$ cat src/design/spi_pkg.sv
package spi_pkg;

    // ------------------------------------------------------------
    // Register offsets
    // ------------------------------------------------------------
    localparam logic [11:0] CTRL_ONE_OFS = 12'hCA8;
    localparam logic [11:0] CTRL_TWO_OFS = 12'hCA9;
    localparam logic [11:0] DATA0_OFS    = 12'hCAA;
    localparam logic [11:0] DATA1_OFS    = 12'hCAB;
    localparam logic [11:0] DATA2_OFS    = 12'hCAC;
    localparam logic [11:0] DATA3_OFS    = 12'hCAD;

    // ------------------------------------------------------------
    // Field positions and reset values
    // ------------------------------------------------------------
    localparam int CHOICE_LSB    = 6;
    localparam int RATE_LSB      = 4;
    localparam int IRQ_EN_BIT    = 3;
    localparam int LOW_FIRST_BIT = 2;
    localparam int STATUS_BIT    = 1;
    localparam int BUSY_BIT      = 0;
    localparam int LEN_LSB       = 4;
    localparam int MANUAL_BIT    = 3;
    localparam int SEL_LSB       = 0;
    localparam logic [7:0]  CTRL_ONE_RESET = 8'h00;
    localparam logic [7:0]  CTRL_TWO_RESET = 8'h00;
    localparam logic [31:0] DATA_RESET     = 32'h0000_0000;
    localparam logic [7:0]  UNMAPPED_READ  = 8'h00;

    // ------------------------------------------------------------
    // Timing: rates in kHz, half periods in system clocks
    // ------------------------------------------------------------
    localparam int CLK_KHZ   = 100000;
    localparam int RATE0_KHZ = 1042;
    localparam int RATE1_KHZ = 2083;
    localparam int RATE2_KHZ = 4167;
    localparam int RATE3_KHZ = 8333;
    localparam logic [6:0] HALF0 = 7'((CLK_KHZ + RATE0_KHZ) / (2 * RATE0_KHZ));
    localparam logic [6:0] HALF1 = 7'((CLK_KHZ + RATE1_KHZ) / (2 * RATE1_KHZ));
    localparam logic [6:0] HALF2 = 7'((CLK_KHZ + RATE2_KHZ) / (2 * RATE2_KHZ));
    localparam logic [6:0] HALF3 = 7'((CLK_KHZ + RATE3_KHZ) / (2 * RATE3_KHZ));

    // ------------------------------------------------------------
    // Types
    // ------------------------------------------------------------
    typedef enum logic [2:0] {ST_IDLE, ST_SETUP, ST_HIGH, ST_LOW, ST_DONE} state_t;

    typedef struct packed {
        logic [31:0] word;
        logic [1:0]  len;
        logic        low_first;
    } cmd_t;

    localparam int CMD_W = $bits(cmd_t);

    // ------------------------------------------------------------
    // Helpers
    // ------------------------------------------------------------
    function automatic logic [6:0] half_count(input logic [1:0] rate);
        case (rate)
            2'h0:    half_count = HALF0;
            2'h1:    half_count = HALF1;
            2'h2:    half_count = HALF2;
            default: half_count = HALF3;
        endcase
    endfunction : half_count

    // Bits of the 32-bit word that the frame occupies (top bytes)
    function automatic logic [31:0] frame_mask(input logic [1:0] len);
        case (len)
            2'h0:    frame_mask = 32'hFF00_0000;
            2'h1:    frame_mask = 32'hFFFF_0000;
            2'h2:    frame_mask = 32'hFFFF_FF00;
            default: frame_mask = 32'hFFFF_FFFF;
        endcase
    endfunction : frame_mask

    // Index of the frame's lowest bit
    function automatic logic [4:0] frame_low(input logic [1:0] len);
        frame_low = 5'(5'h18 - {len, 3'h0});
    endfunction : frame_low

endpackage : spi_pkg

$ cat src/design/buf_if.sv
`timescale 1ns/1ps
interface buf_if #(parameter int WIDTH = 8);
    logic [WIDTH-1:0] in_data;
    logic             in_valid;
    logic             in_ready;
    logic [WIDTH-1:0] out_data;
    logic             out_valid;
    logic             out_ready;

    modport store (input in_data, input in_valid, output in_ready,
                   output out_data, output out_valid, input out_ready);
    modport user  (output in_data, output in_valid, input in_ready,
                   input out_data, input out_valid, output out_ready);
endinterface : buf_if

$ cat src/design/spi_master.sv
// The address-and-strobe port was decided locally.
`timescale 1ns/1ps
module spi_master
    import spi_pkg::*;
(
    // Clock and reset
    input  wire logic        clk,
    input  wire logic        reset_n,
    // Register port
    input  wire logic [11:0] addr,
    input  wire logic [7:0]  wdata,
    input  wire logic        wr,
    input  wire logic        rd,
    output logic      [7:0]  rdata,
    // Serial expansion port
    output logic             sclk,
    output logic             mosi,
    input  wire logic        miso,
    output logic      [6:0]  select_n,
    // Peripheral interrupt and host lines IRQ3, IRQ4, IRQ5, IRQ10
    input  wire logic        periph_irq_in_n,
    output logic      [3:0]  host_irq,
    // Start refused because the command buffer was full
    output logic             start_dropped
);

    // ------------------------------------------------------------
    // Pin synchronisers
    // ------------------------------------------------------------
    logic miso_meta;
    logic miso_sync;
    logic irq_meta_n;
    logic irq_sync_n;

    always_ff @(posedge clk or negedge reset_n) begin
        if (!reset_n) begin
            miso_meta  <= 1'b0;
            miso_sync  <= 1'b0;
            irq_meta_n <= 1'b1;
            irq_sync_n <= 1'b1;
        end else begin
            miso_meta  <= miso;
            miso_sync  <= miso_meta;
            irq_meta_n <= periph_irq_in_n;
            irq_sync_n <= irq_meta_n;
        end
    end

    // ------------------------------------------------------------
    // Registers
    // ------------------------------------------------------------
    logic [7:0]  ctrl_one;
    logic [7:0]  ctrl_two;
    logic [31:0] data;
    logic [7:0]  next_ctrl_one;
    logic [7:0]  next_ctrl_two;
    logic [31:0] next_data;
    logic [7:0]  next_rdata;
    logic        next_dropped;

    logic [1:0]  irq_choice;
    logic [1:0]  rate;
    logic        irq_enable;
    logic        low_first;
    logic        irq_status;
    logic        busy;
    logic [1:0]  len_field;
    logic        manual;
    logic [2:0]  sel_field;
    logic        start_write;
    logic        frame_done;
    logic [31:0] rx_word;
    logic [31:0] rx_mask;

    assign irq_choice = ctrl_two[CHOICE_LSB +: 2];
    assign rate       = ctrl_two[RATE_LSB +: 2];
    assign irq_enable = ctrl_two[IRQ_EN_BIT];
    assign low_first  = ctrl_two[LOW_FIRST_BIT];
    assign irq_status = ~irq_sync_n;
    assign len_field  = ctrl_one[LEN_LSB +: 2];
    assign manual     = ctrl_one[MANUAL_BIT];
    assign sel_field  = ctrl_one[SEL_LSB +: 3];
    assign start_write = wr && (addr == DATA3_OFS);

    // Command buffer between the start write and the shift engine
    buf_if #(.WIDTH(CMD_W)) cmd_q ();
    cmd_t cmd_head;

    assign cmd_q.in_valid = start_write;
    assign cmd_q.in_data  = {{wdata, data[23:0]}, len_field, low_first};
    assign cmd_head       = cmd_q.out_data;

    two_entry_buffer #(.WIDTH(CMD_W), .DEPTH(2)) u_cmd_buf (
        .clk     (clk),
        .reset_n (reset_n),
        .bus     (cmd_q)
    );

    // Register writes, received-data return and read mux
    always_comb begin
        next_ctrl_one = ctrl_one;
        next_ctrl_two = ctrl_two;
        next_data     = data;
        next_rdata    = UNMAPPED_READ;
        next_dropped  = start_write && !cmd_q.in_ready;
        // Received frame lands in its own bytes only
        if (frame_done) begin
            next_data = (data & ~rx_mask) | (rx_word & rx_mask);
        end
        if (wr) begin
            case (addr)
                CTRL_ONE_OFS: next_ctrl_one = wdata;
                // Status and busy bits are not writable
                CTRL_TWO_OFS: next_ctrl_two = {wdata[7:2], 2'b00};
                DATA0_OFS:    next_data[7:0]   = wdata;
                DATA1_OFS:    next_data[15:8]  = wdata;
                DATA2_OFS:    next_data[23:16] = wdata;
                DATA3_OFS:    next_data[31:24] = wdata;
                default:      next_data = next_data;
            endcase
        end
        if (rd) begin
            case (addr)
                CTRL_ONE_OFS: next_rdata = ctrl_one;
                CTRL_TWO_OFS: next_rdata = {ctrl_two[7:2], irq_status, busy};
                DATA0_OFS:    next_rdata = data[7:0];
                DATA1_OFS:    next_rdata = data[15:8];
                DATA2_OFS:    next_rdata = data[23:16];
                DATA3_OFS:    next_rdata = data[31:24];
                default:      next_rdata = UNMAPPED_READ;
            endcase
        end
    end

    always_ff @(posedge clk or negedge reset_n) begin
        if (!reset_n) begin
            ctrl_one      <= CTRL_ONE_RESET;
            ctrl_two      <= CTRL_TWO_RESET;
            data          <= DATA_RESET;
            rdata         <= UNMAPPED_READ;
            start_dropped <= 1'b0;
        end else begin
            ctrl_one      <= next_ctrl_one;
            ctrl_two      <= next_ctrl_two;
            data          <= next_data;
            rdata         <= next_rdata;
            start_dropped <= next_dropped;
        end
    end

    // ------------------------------------------------------------
    // Shift engine
    // ------------------------------------------------------------
    state_t      state;
    state_t      next_state;
    logic [31:0] shreg;
    logic [31:0] next_shreg;
    logic [6:0]  tick;
    logic [6:0]  next_tick;
    logic [5:0]  bits_left;
    logic [5:0]  next_bits_left;
    logic [1:0]  cur_len;
    logic [1:0]  next_cur_len;
    logic        cur_low;
    logic        next_cur_low;
    logic        next_sclk;
    logic        next_mosi;
    logic        half_done;

    assign half_done          = (tick == 7'h01);
    assign cmd_q.out_ready    = (state == ST_IDLE);
    assign busy               = (state != ST_IDLE) || cmd_q.out_valid;
    assign frame_done         = (state == ST_DONE);
    assign rx_word            = shreg;
    assign rx_mask            = frame_mask(cur_len);

    // Bit that goes out first or next for the chosen order
    function automatic logic out_bit(input logic [31:0] w, input logic [1:0] len,
                                     input logic lo);
        out_bit = lo ? w[frame_low(len)] : w[31];
    endfunction : out_bit

    // Next values of the engine
    always_comb begin
        next_state     = state;
        next_shreg     = shreg;
        next_tick      = tick;
        next_bits_left = bits_left;
        next_cur_len   = cur_len;
        next_cur_low   = cur_low;
        next_sclk      = sclk;
        next_mosi      = mosi;
        case (state)
            ST_IDLE: begin
                next_sclk = 1'b0;
                if (cmd_q.out_valid) begin
                    next_shreg     = cmd_head.word;
                    next_cur_len   = cmd_head.len;
                    next_cur_low   = cmd_head.low_first;
                    next_bits_left = 6'({cmd_head.len, 3'h0} + 5'h08);
                    next_tick      = half_count(rate);
                    next_mosi      = out_bit(cmd_head.word, cmd_head.len,
                                             cmd_head.low_first);
                    next_state     = ST_SETUP;
                end
            end
            // Data settles for a half period before the first rising edge
            ST_SETUP: begin
                next_tick = 7'(tick - 7'h01);
                if (half_done) begin
                    next_sclk  = 1'b1;
                    next_tick  = half_count(rate);
                    next_state = ST_HIGH;
                end
            end
            ST_HIGH: begin
                next_tick   = 7'(tick - 7'h01);
                if (half_done) begin
                    next_sclk      = 1'b0;
                    next_tick      = half_count(rate);
                    next_bits_left = 6'(bits_left - 6'h01);
                    if (cur_low) begin
                        next_shreg     = shreg >> 1;
                        next_shreg[31] = miso_sync;
                    end else begin
                        next_shreg = shreg << 1;
                        next_shreg[frame_low(cur_len)] = miso_sync;
                    end
                    next_mosi  = out_bit(next_shreg, cur_len, cur_low);
                    next_state = (bits_left == 6'h01) ? ST_DONE : ST_LOW;
                end
            end
            ST_LOW: begin
                next_tick = 7'(tick - 7'h01);
                if (half_done) begin
                    next_sclk  = 1'b1;
                    next_tick  = half_count(rate);
                    next_state = ST_HIGH;
                end
            end
            // Result written back this cycle; busy and select drop after
            ST_DONE: begin
                next_state = ST_IDLE;
            end
            default: begin
                next_state = ST_IDLE;
            end
        endcase
    end

    always_ff @(posedge clk or negedge reset_n) begin
        if (!reset_n) begin
            state     <= ST_IDLE;
            shreg     <= DATA_RESET;
            tick      <= 7'h00;
            bits_left <= 6'h00;
            cur_len   <= 2'h0;
            cur_low   <= 1'b0;
            sclk      <= 1'b0;
            mosi      <= 1'b0;
        end else begin
            state     <= next_state;
            shreg     <= next_shreg;
            tick      <= next_tick;
            bits_left <= next_bits_left;
            cur_len   <= next_cur_len;
            cur_low   <= next_cur_low;
            sclk      <= next_sclk;
            mosi      <= next_mosi;
        end
    end

    // ------------------------------------------------------------
    // Slave selects and host interrupt lines
    // ------------------------------------------------------------
    logic [6:0] next_select_n;
    logic [3:0] next_host_irq;
    logic       frame_active;

    assign frame_active = (state == ST_SETUP) || (state == ST_HIGH) || (state == ST_LOW);

    // One active-low line per target; code 000 selects nothing
    function automatic logic [6:0] select_decode(input logic [2:0] code);
        select_decode = 7'h7F;
        if (code != 3'h0) begin
            select_decode[code - 3'h1] = 1'b0;
        end
    endfunction : select_decode

    always_comb begin
        next_select_n = 7'h7F;
        if (manual) begin
            next_select_n = select_decode(sel_field);
        end else if (frame_active) begin
            next_select_n = select_decode(sel_field);
        end
        next_host_irq = 4'h0;
        if (irq_enable && irq_status) begin
            next_host_irq[irq_choice] = 1'b1;
        end
    end

    always_ff @(posedge clk or negedge reset_n) begin
        if (!reset_n) begin
            select_n <= 7'h7F;
            host_irq <= 4'h0;
        end else begin
            select_n <= next_select_n;
            host_irq <= next_host_irq;
        end
    end

endmodule : spi_master

$ cat src/design/two_entry_buffer.sv
`timescale 1ns/1ps
module two_entry_buffer #(
    parameter int WIDTH = 8,
    parameter int DEPTH = 2
) (
    // Clock and reset
    input wire logic clk,
    input wire logic reset_n,
    // Both sides
    buf_if.store     bus
);

    // ------------------------------------------------------------
    // Parameter check
    // ------------------------------------------------------------
    if (DEPTH != 2 || WIDTH < 1) begin : g_bad
        $error("two_entry_buffer needs DEPTH of 2 and WIDTH of at least 1");
    end

    logic [WIDTH-1:0] mem [DEPTH];
    logic             wr_ptr;
    logic             rd_ptr;
    logic [1:0]       count;
    logic             next_wr_ptr;
    logic             next_rd_ptr;
    logic [1:0]       next_count;
    logic             push;
    logic             pop;

    // Handshakes on both sides; full and empty come from the count
    assign bus.in_ready  = (count != 2'h2);
    assign bus.out_valid = (count != 2'h0);
    assign bus.out_data  = mem[rd_ptr];
    assign push          = bus.in_valid && bus.in_ready;
    assign pop           = bus.out_valid && bus.out_ready;

    // Pointer and count next values
    always_comb begin
        next_wr_ptr = push ? ~wr_ptr : wr_ptr;
        next_rd_ptr = pop ? ~rd_ptr : rd_ptr;
        next_count  = 2'(count + {1'b0, push} - {1'b0, pop});
    end

    // Pointer and count registers
    always_ff @(posedge clk or negedge reset_n) begin
        if (!reset_n) begin
            wr_ptr <= 1'b0;
            rd_ptr <= 1'b0;
            count  <= 2'h0;
        end else begin
            wr_ptr <= next_wr_ptr;
            rd_ptr <= next_rd_ptr;
            count  <= next_count;
        end
    end

    // Storage, written only on a push
    always_ff @(posedge clk) begin
        if (push) begin
            mem[wr_ptr] <= bus.in_data;
        end
    end

endmodule : two_entry_buffer

$ cat config.mk
export PLATFORM = sky130hd
export DESIGN_NAME = spi_master
export DESIGN_NICKNAME = d
export VERILOG_FILES = /design/src/design/spi_pkg.sv /design/src/design/buf_if.sv /design/src/design/spi_master.sv /design/src/design/two_entry_buffer.sv
export SDC_FILE = /design/constraint.sdc
export NUM_CORES = 1
export LEC_CHECK = 0
export BUFFER_PORTS_ARGS = -buffer_cell sky130_fd_sc_hd__buf_2
export CELL_PAD_IN_SITES_DETAIL_PLACEMENT = 1
export CELL_PAD_IN_SITES_GLOBAL_PLACEMENT = 1
export CORE_MARGIN = 8
export CORE_UTILIZATION = 50
export CTS_CLUSTER_SIZE = 12
export DETAILED_ROUTE_END_ITERATION = 8
export PLACE_DENSITY_LB_ADDON = 0.1
export RECOVER_POWER = 50
export SLEW_MARGIN = 10
export SYNTH_ARGS = -nofsm -noshare
export SYNTH_HDL_FRONTEND = slang
export SYNTH_SLANG_ARGS = --single-unit
$ cat constraint.sdc
create_clock -name clk -period 3.55 [get_ports clk]
set_clock_uncertainty 0.15 [all_clocks]
set_input_delay 0.71 -clock clk [delete_from_list [all_inputs] [get_ports clk]]
set_output_delay 0.71 -clock clk [all_outputs]
set_load 0.05 [all_outputs]
Word-level counts from Yosys, hierarchy flattened
Memory sizes are Yosys's and may differ from the RTL's. Cells that the tools add are included.

Magnitude comparators: 7. Add/subtract/negate cells: 8. Bitwise operators: 8. Equality and inequality tests: 20. Reductions and logical operators: 30. Multiplexer cells: 52.

Operators with widths (number): 32-bit two-way mux (7); 12-bit == test, second input constant (6); 24-bit case mux with 3 select lines (1); 32-bit AND (2); 32-bit case mux with 2 select lines (1); 8-bit case mux with 6 select lines (1); 8-bit two-way mux (5); 7-bit two-way mux (5); 32-bit bitwise mux (1); 32-bit NOT (1); 32-bit OR (1); 6-bit case mux with 3 select lines (1); 7-bit case mux with 2 select lines (1); 1-bit two-way mux (13); 5-bit by 6-bit less-than comparator with 1-bit output, second input constant (2); 3-bit two-way mux (4); 6-bit two-way mux (2); 6-bit case mux with 2 select lines (1); 1-bit binary-select mux with 5-bit select (2); 5-bit subtractor, first input constant (2); 3-bit case mux with 3 select lines (1); 3-bit AND reduction (3); 3-bit nonzero test (3); 1-bit logical AND (8); 36 further kinds (51).

Input port bits: 26. Memories: 1. Output and inout port bits: 22. Bits in writable memories: 70. Word-level logic and storage cells: 148. Bits in registers: 127.

Memories: u_cmd_buf.mem (words 2, width 35, read ports 1, clocked after Yosys merged registers in 0, write ports 1, RTL line two_entry_buffer.sv:20) `logic [WIDTH-1:0] mem [DEPTH];`.

Longest topological paths before layout
Word-level depth: 14. Depth in mapped cells: 9. Mapped depth without buffers: 8.

Modules after synthesis
From an unflattened synthesis, not the netlist that was laid out.

Cell total of the unflattened synthesis: 734. Area, all modules: 9422.8 um^2.

Modules (own cells, without submodules): spi_master (cells an instance 603, seq. area each 3089.2 um^2, area an instance 6673.9 um^2, times used 1); two_entry_buffer (cells an instance 131, seq. area each 2202.1 um^2, area an instance 2748.9 um^2, times used 1).

Worst setup path before layout
No wires, ideal clock.

Kind: input port to flip-flop. Start point: input addr[6]. End point: memory u_cmd_buf.mem[0][0] (netlist name) (enable). Path slack: -0.246 ns. Library setup time: 0.427 ns. Buffers on the path: 0. Required time: 2.973 ns. Stages on the path: 5. Arrival time: 3.219 ns. Cell sequence: nand4bb_1 > nor4_4 > and3_1 > nand4_1 > nor2_1.

Word-level cells in the longest chain between the ends: 5.

RTL lines: from (decl) (RTL line spi_master.sv:10) `input wire logic [11:0] addr,`; 12-bit == test (RTL line spi_master.sv:83) `assign start_write = wr && (addr == DATA3_OFS);`; 1-bit logical AND (RTL line spi_master.sv:83); 1-bit logical AND (RTL line two_entry_buffer.sv:34) `assign push = bus.in_valid && bus.in_ready;`; 1-bit two-way mux (RTL line two_entry_buffer.sv:59) `if (push) begin`; 1-bit two-way mux (not written as such) (RTL line two_entry_buffer.sv:60) `mem[wr_ptr] <= bus.in_data;`; to (decl) (RTL line two_entry_buffer.sv:20).

Every way passes these cells.

Worst setup path in the final report
Start point: register state[1]. End point: register data[7].

Word-level cells in the longest chain between the ends: 4.

RTL lines: from (decl) (RTL line spi_master.sv:154) `state_t state;`; from (signal assigned) (RTL line spi_master.sv:262) `state <= next_state;`; 3-bit == test * (RTL line spi_master.sv:173) `assign frame_done = (state == ST_DONE);`; 32-bit two-way mux * (RTL line spi_master.sv:107) `if (frame_done) begin`; 8-bit two-way mux (RTL line spi_master.sv:111) `case (addr)`; 32-bit two-way mux * (RTL line spi_master.sv:110) `if (wr) begin`; named net next_data[7] (RTL line spi_master.sv:57) `logic [31:0] next_data;`; to (signal assigned) (RTL line spi_master.sv:145) `data <= next_data;`; to (decl) (RTL line spi_master.sv:54) `logic [31:0] data;`.

The timed path passes the listed nets; every way through them passes the cells marked *. A chain may end at the register's enable or synchronous reset.

==> results.toml <==
[yosys]
synth_top_family_by_area = "multiplexers"
ys_types = 53
synth_top_area_share_pct = 32.1
synthXorXnorAreaFrac_pct = 0.572
synth_area_leaders = "dfrtp_1 32%, edfxtp_1 23%, mux2i_1 8.6%"
synthAdderAreaFrac_pct = 1.91
synth_compound_area_share_pct = 10.2
synthSimpleGateAreaFrac_pct = 10.8
synth_mux_area_share_pct = 15.8
ys.flop_type = "dfrtp_1"
syn_area_per_cell_sq_um = 11.5
synthesis.area_sq_um = 9190
synth_edf_count = 70
synth-seq-cells = 197
syn_nets = 839
yosys.area.top_type = "dfrtp_1"
async_flop_share_pct = 64.5
synth-seq-area-share_pct = 57.6
ys_warn_count = 0
syn-instance-count = 799

[setup_path]
crit_required_ns = 3.69
crit_chain = "nor2_1 > and3_1 > nand2_2 > mux2i_1 > o21ai_0"
r2r_slack_ns = 0.78
crit_arrival_ns = 2.90
cp.buffers_inverters = 0
path_delay_family = "simple AND/OR/NAND/NOR gates"
critPathSlowestCell = "and3_1"
cp_slowest_stage_delay_ns = 0.68
cp-start-kind = "flip-flop"
path_max_fanout = 11
critPathKind = "flip-flop to flip-flop"
cp-end-kind = "flip-flop"

[timing]
max-slew-margin-rel_pct = -6.82
fmax_ghz = 0.362
worstMarginPinSlew_ns = 1.60
finalSetupViolCount = 0
finalCriticalPeriod_ns = 2.77
post-route-period-util_pct = 77.9
rsz0062_at_grt = "no"
whs_ns = 0.203
slew_violations = 58
hold_viol = 0

[floorplan]
die_h_microns = 152
ioPinCount = 48
dieArea_sq_um = 23000
core-area_sq_um = 18000
initial_utilization_pct = 51.0
num_rows = 49
die_x_microns = 152

[drt]
wire_per_inst_microns = 23.1
drt-total-wl_microns = 24900
drt_iter0_markers = 347
vias = 6399
first_pass_iters = 4
vias_per_cell = 5.93
drcViolationCount = 0
route.antenna.remaining_nets = 0

[layout]
diodes = 0
drive_gt1_share_pct = 18.9
nets = 878
post-route-util_pct = 56.8
final_common_cell = "dfrtp_1"
layout_common_cells = "116 x dfrtp_1, 92 x nor2_1, 82 x a21oi_1"
area_growth_pct = 11.3

[clock_tree]
clockBufferDepth = 2
cts-root-buf = "clkbuf_16"
numCtsBuffers = 17
cts.sinks = 197
cts_hold_buf = 0
htreeDepth = 4
cts_tree = "built"
cts_setup_buffers = 0
clk_latency_ns = 0.44
post_cts_resized = 0
clk_pin_slew_worst_paths_ns = 0.07

[place]
place.gp.congestion = 0.866
dp.final_hpwl_microns = 17200
port_buffers = 47

[grt]
overflow = 0
grt_max_degree = 65
grt_pass1_wl_microns = 39700
track_usage_pct = 23.1
grt_pass1_vias = 6877
antenna_found_initial = 0

[power]
power.density_nw_per_um2 = 610
ir_drop_mv = 0.440
p_leak_nw = 4.06

[outcome]
status = "finished with violations"
violations = "max-capacitance violations, max-slew violations"

[run]
maxCapViolCount = 1

[hold_path]
hold_class = "flip-flop to flip-flop"
[where the power goes]
part / switching, W / internal, W / total, W
logic: 0.000683 / 0.000560 / 0.00124
clock network: 0.000861 / 0.00101 / 0.00187
registers: 0.000490 / 0.00264 / 0.00313
[registers in the layout, indices dropped and copies added, names as in the netlist, 3 cells and up]
signal and cells:
bits_left 6, ctrl_one 8, ctrl_two 6, data 32
host_irq 4, rdata 8, rx_word 32, select_n 7
state 3, tick 7, u_cmd_buf.mem 70
[synth_stat cells, drive strengths merged (2+ instances only)]
master,instances
a31o,2
o32ai,2
o22ai,5
nor2b,7
nand2,64
buf,30
nor2,95
nand3,10
and2,4
mux4,5
a21oi,83
xnor2,4
dfrtp,118
a21o,3
nor3,7
o21ai,58
mux2,49
mux2i,79
nand2b,2
nand4,7
and3,6
edfxtp,70
xor2,2
a32oi,3
clkbuf,12
inv,23
a211oi,3
o211ai,3
a31oi,2
nor4,4
dfstp,9
ha,14
or3,2
[per-stage QoR]
stage | TNS, ns | cell area, sq um | std cells | worst slack, ns | total power, W
2_1_floorplan | -17.21 | 9190 | 799 | -0.246 | 0.00393
3_3_place_gp | 0 | 9720 | 1048 | 0.736 | 0.00434
3_5_place_dp | 0 | 9720 | 1048 | 0.705 | 0.00443
4_1_cts | 0 | 10300 | 1080 | 1.04 | 0.00631
5_1_grt | 0 | 10200 | 1080 | 0.560 | 0.00655
6_report | 0 | 10200 | 1080 | 0.784 | 0.00624
[worst paths after layout]
kind | start | end | cells after the start
worst max-delay path | state[1]$_DFFE_PN0P_ | data[7]$_DFF_PN0_ | 5
worst min-delay path | irq_meta_n$_DFF_PN1_ | irq_sync_n$_DFF_PN1_ | 0
worst max register to register | state[1]$_DFFE_PN0P_ | data[7]$_DFF_PN0_ | 5
worst min register to register | irq_meta_n$_DFF_PN1_ | irq_sync_n$_DFF_PN1_ | 0
max in group asynchronous | reset_n | data[15]$_DFF_PN0_ | 2
min in group asynchronous | reset_n | tick[1]$_DFFE_PN0P_ | 1
[metal layers]
metal	vias up	wire length, microns	GRT usage (%)
met5	-	0	0
met4	0	503	7.30
met3	30	1320	5.41
met2	150	12000	37.2
met1	3279	11100	30.4
li1	2940	-	-
[final cells by class]
type | count | area [sq um]
well taps | 229 | 287
inverters | 23 | 86.3
multi-input cells | 537 | 3620
clock inverters | 11 | 98.8
clock buffers | 21 | 460
fillers | 1934 | 7790
repair buffers | 62 | 388
flip-flops and latches | 197 | 5290
[logic make-up after synthesis]
kind of cell | count (synthesis)
AO/OA/AOI/OAI | 170
XOR/XNOR | 6
adder cells (fa/ha/maj) | 14
buffers and inverters | 65
flip-flops | 197
multiplexers | 133
AND/OR/NAND/NOR | 214
Note: power is estimated with default switching activity, not from simulation.
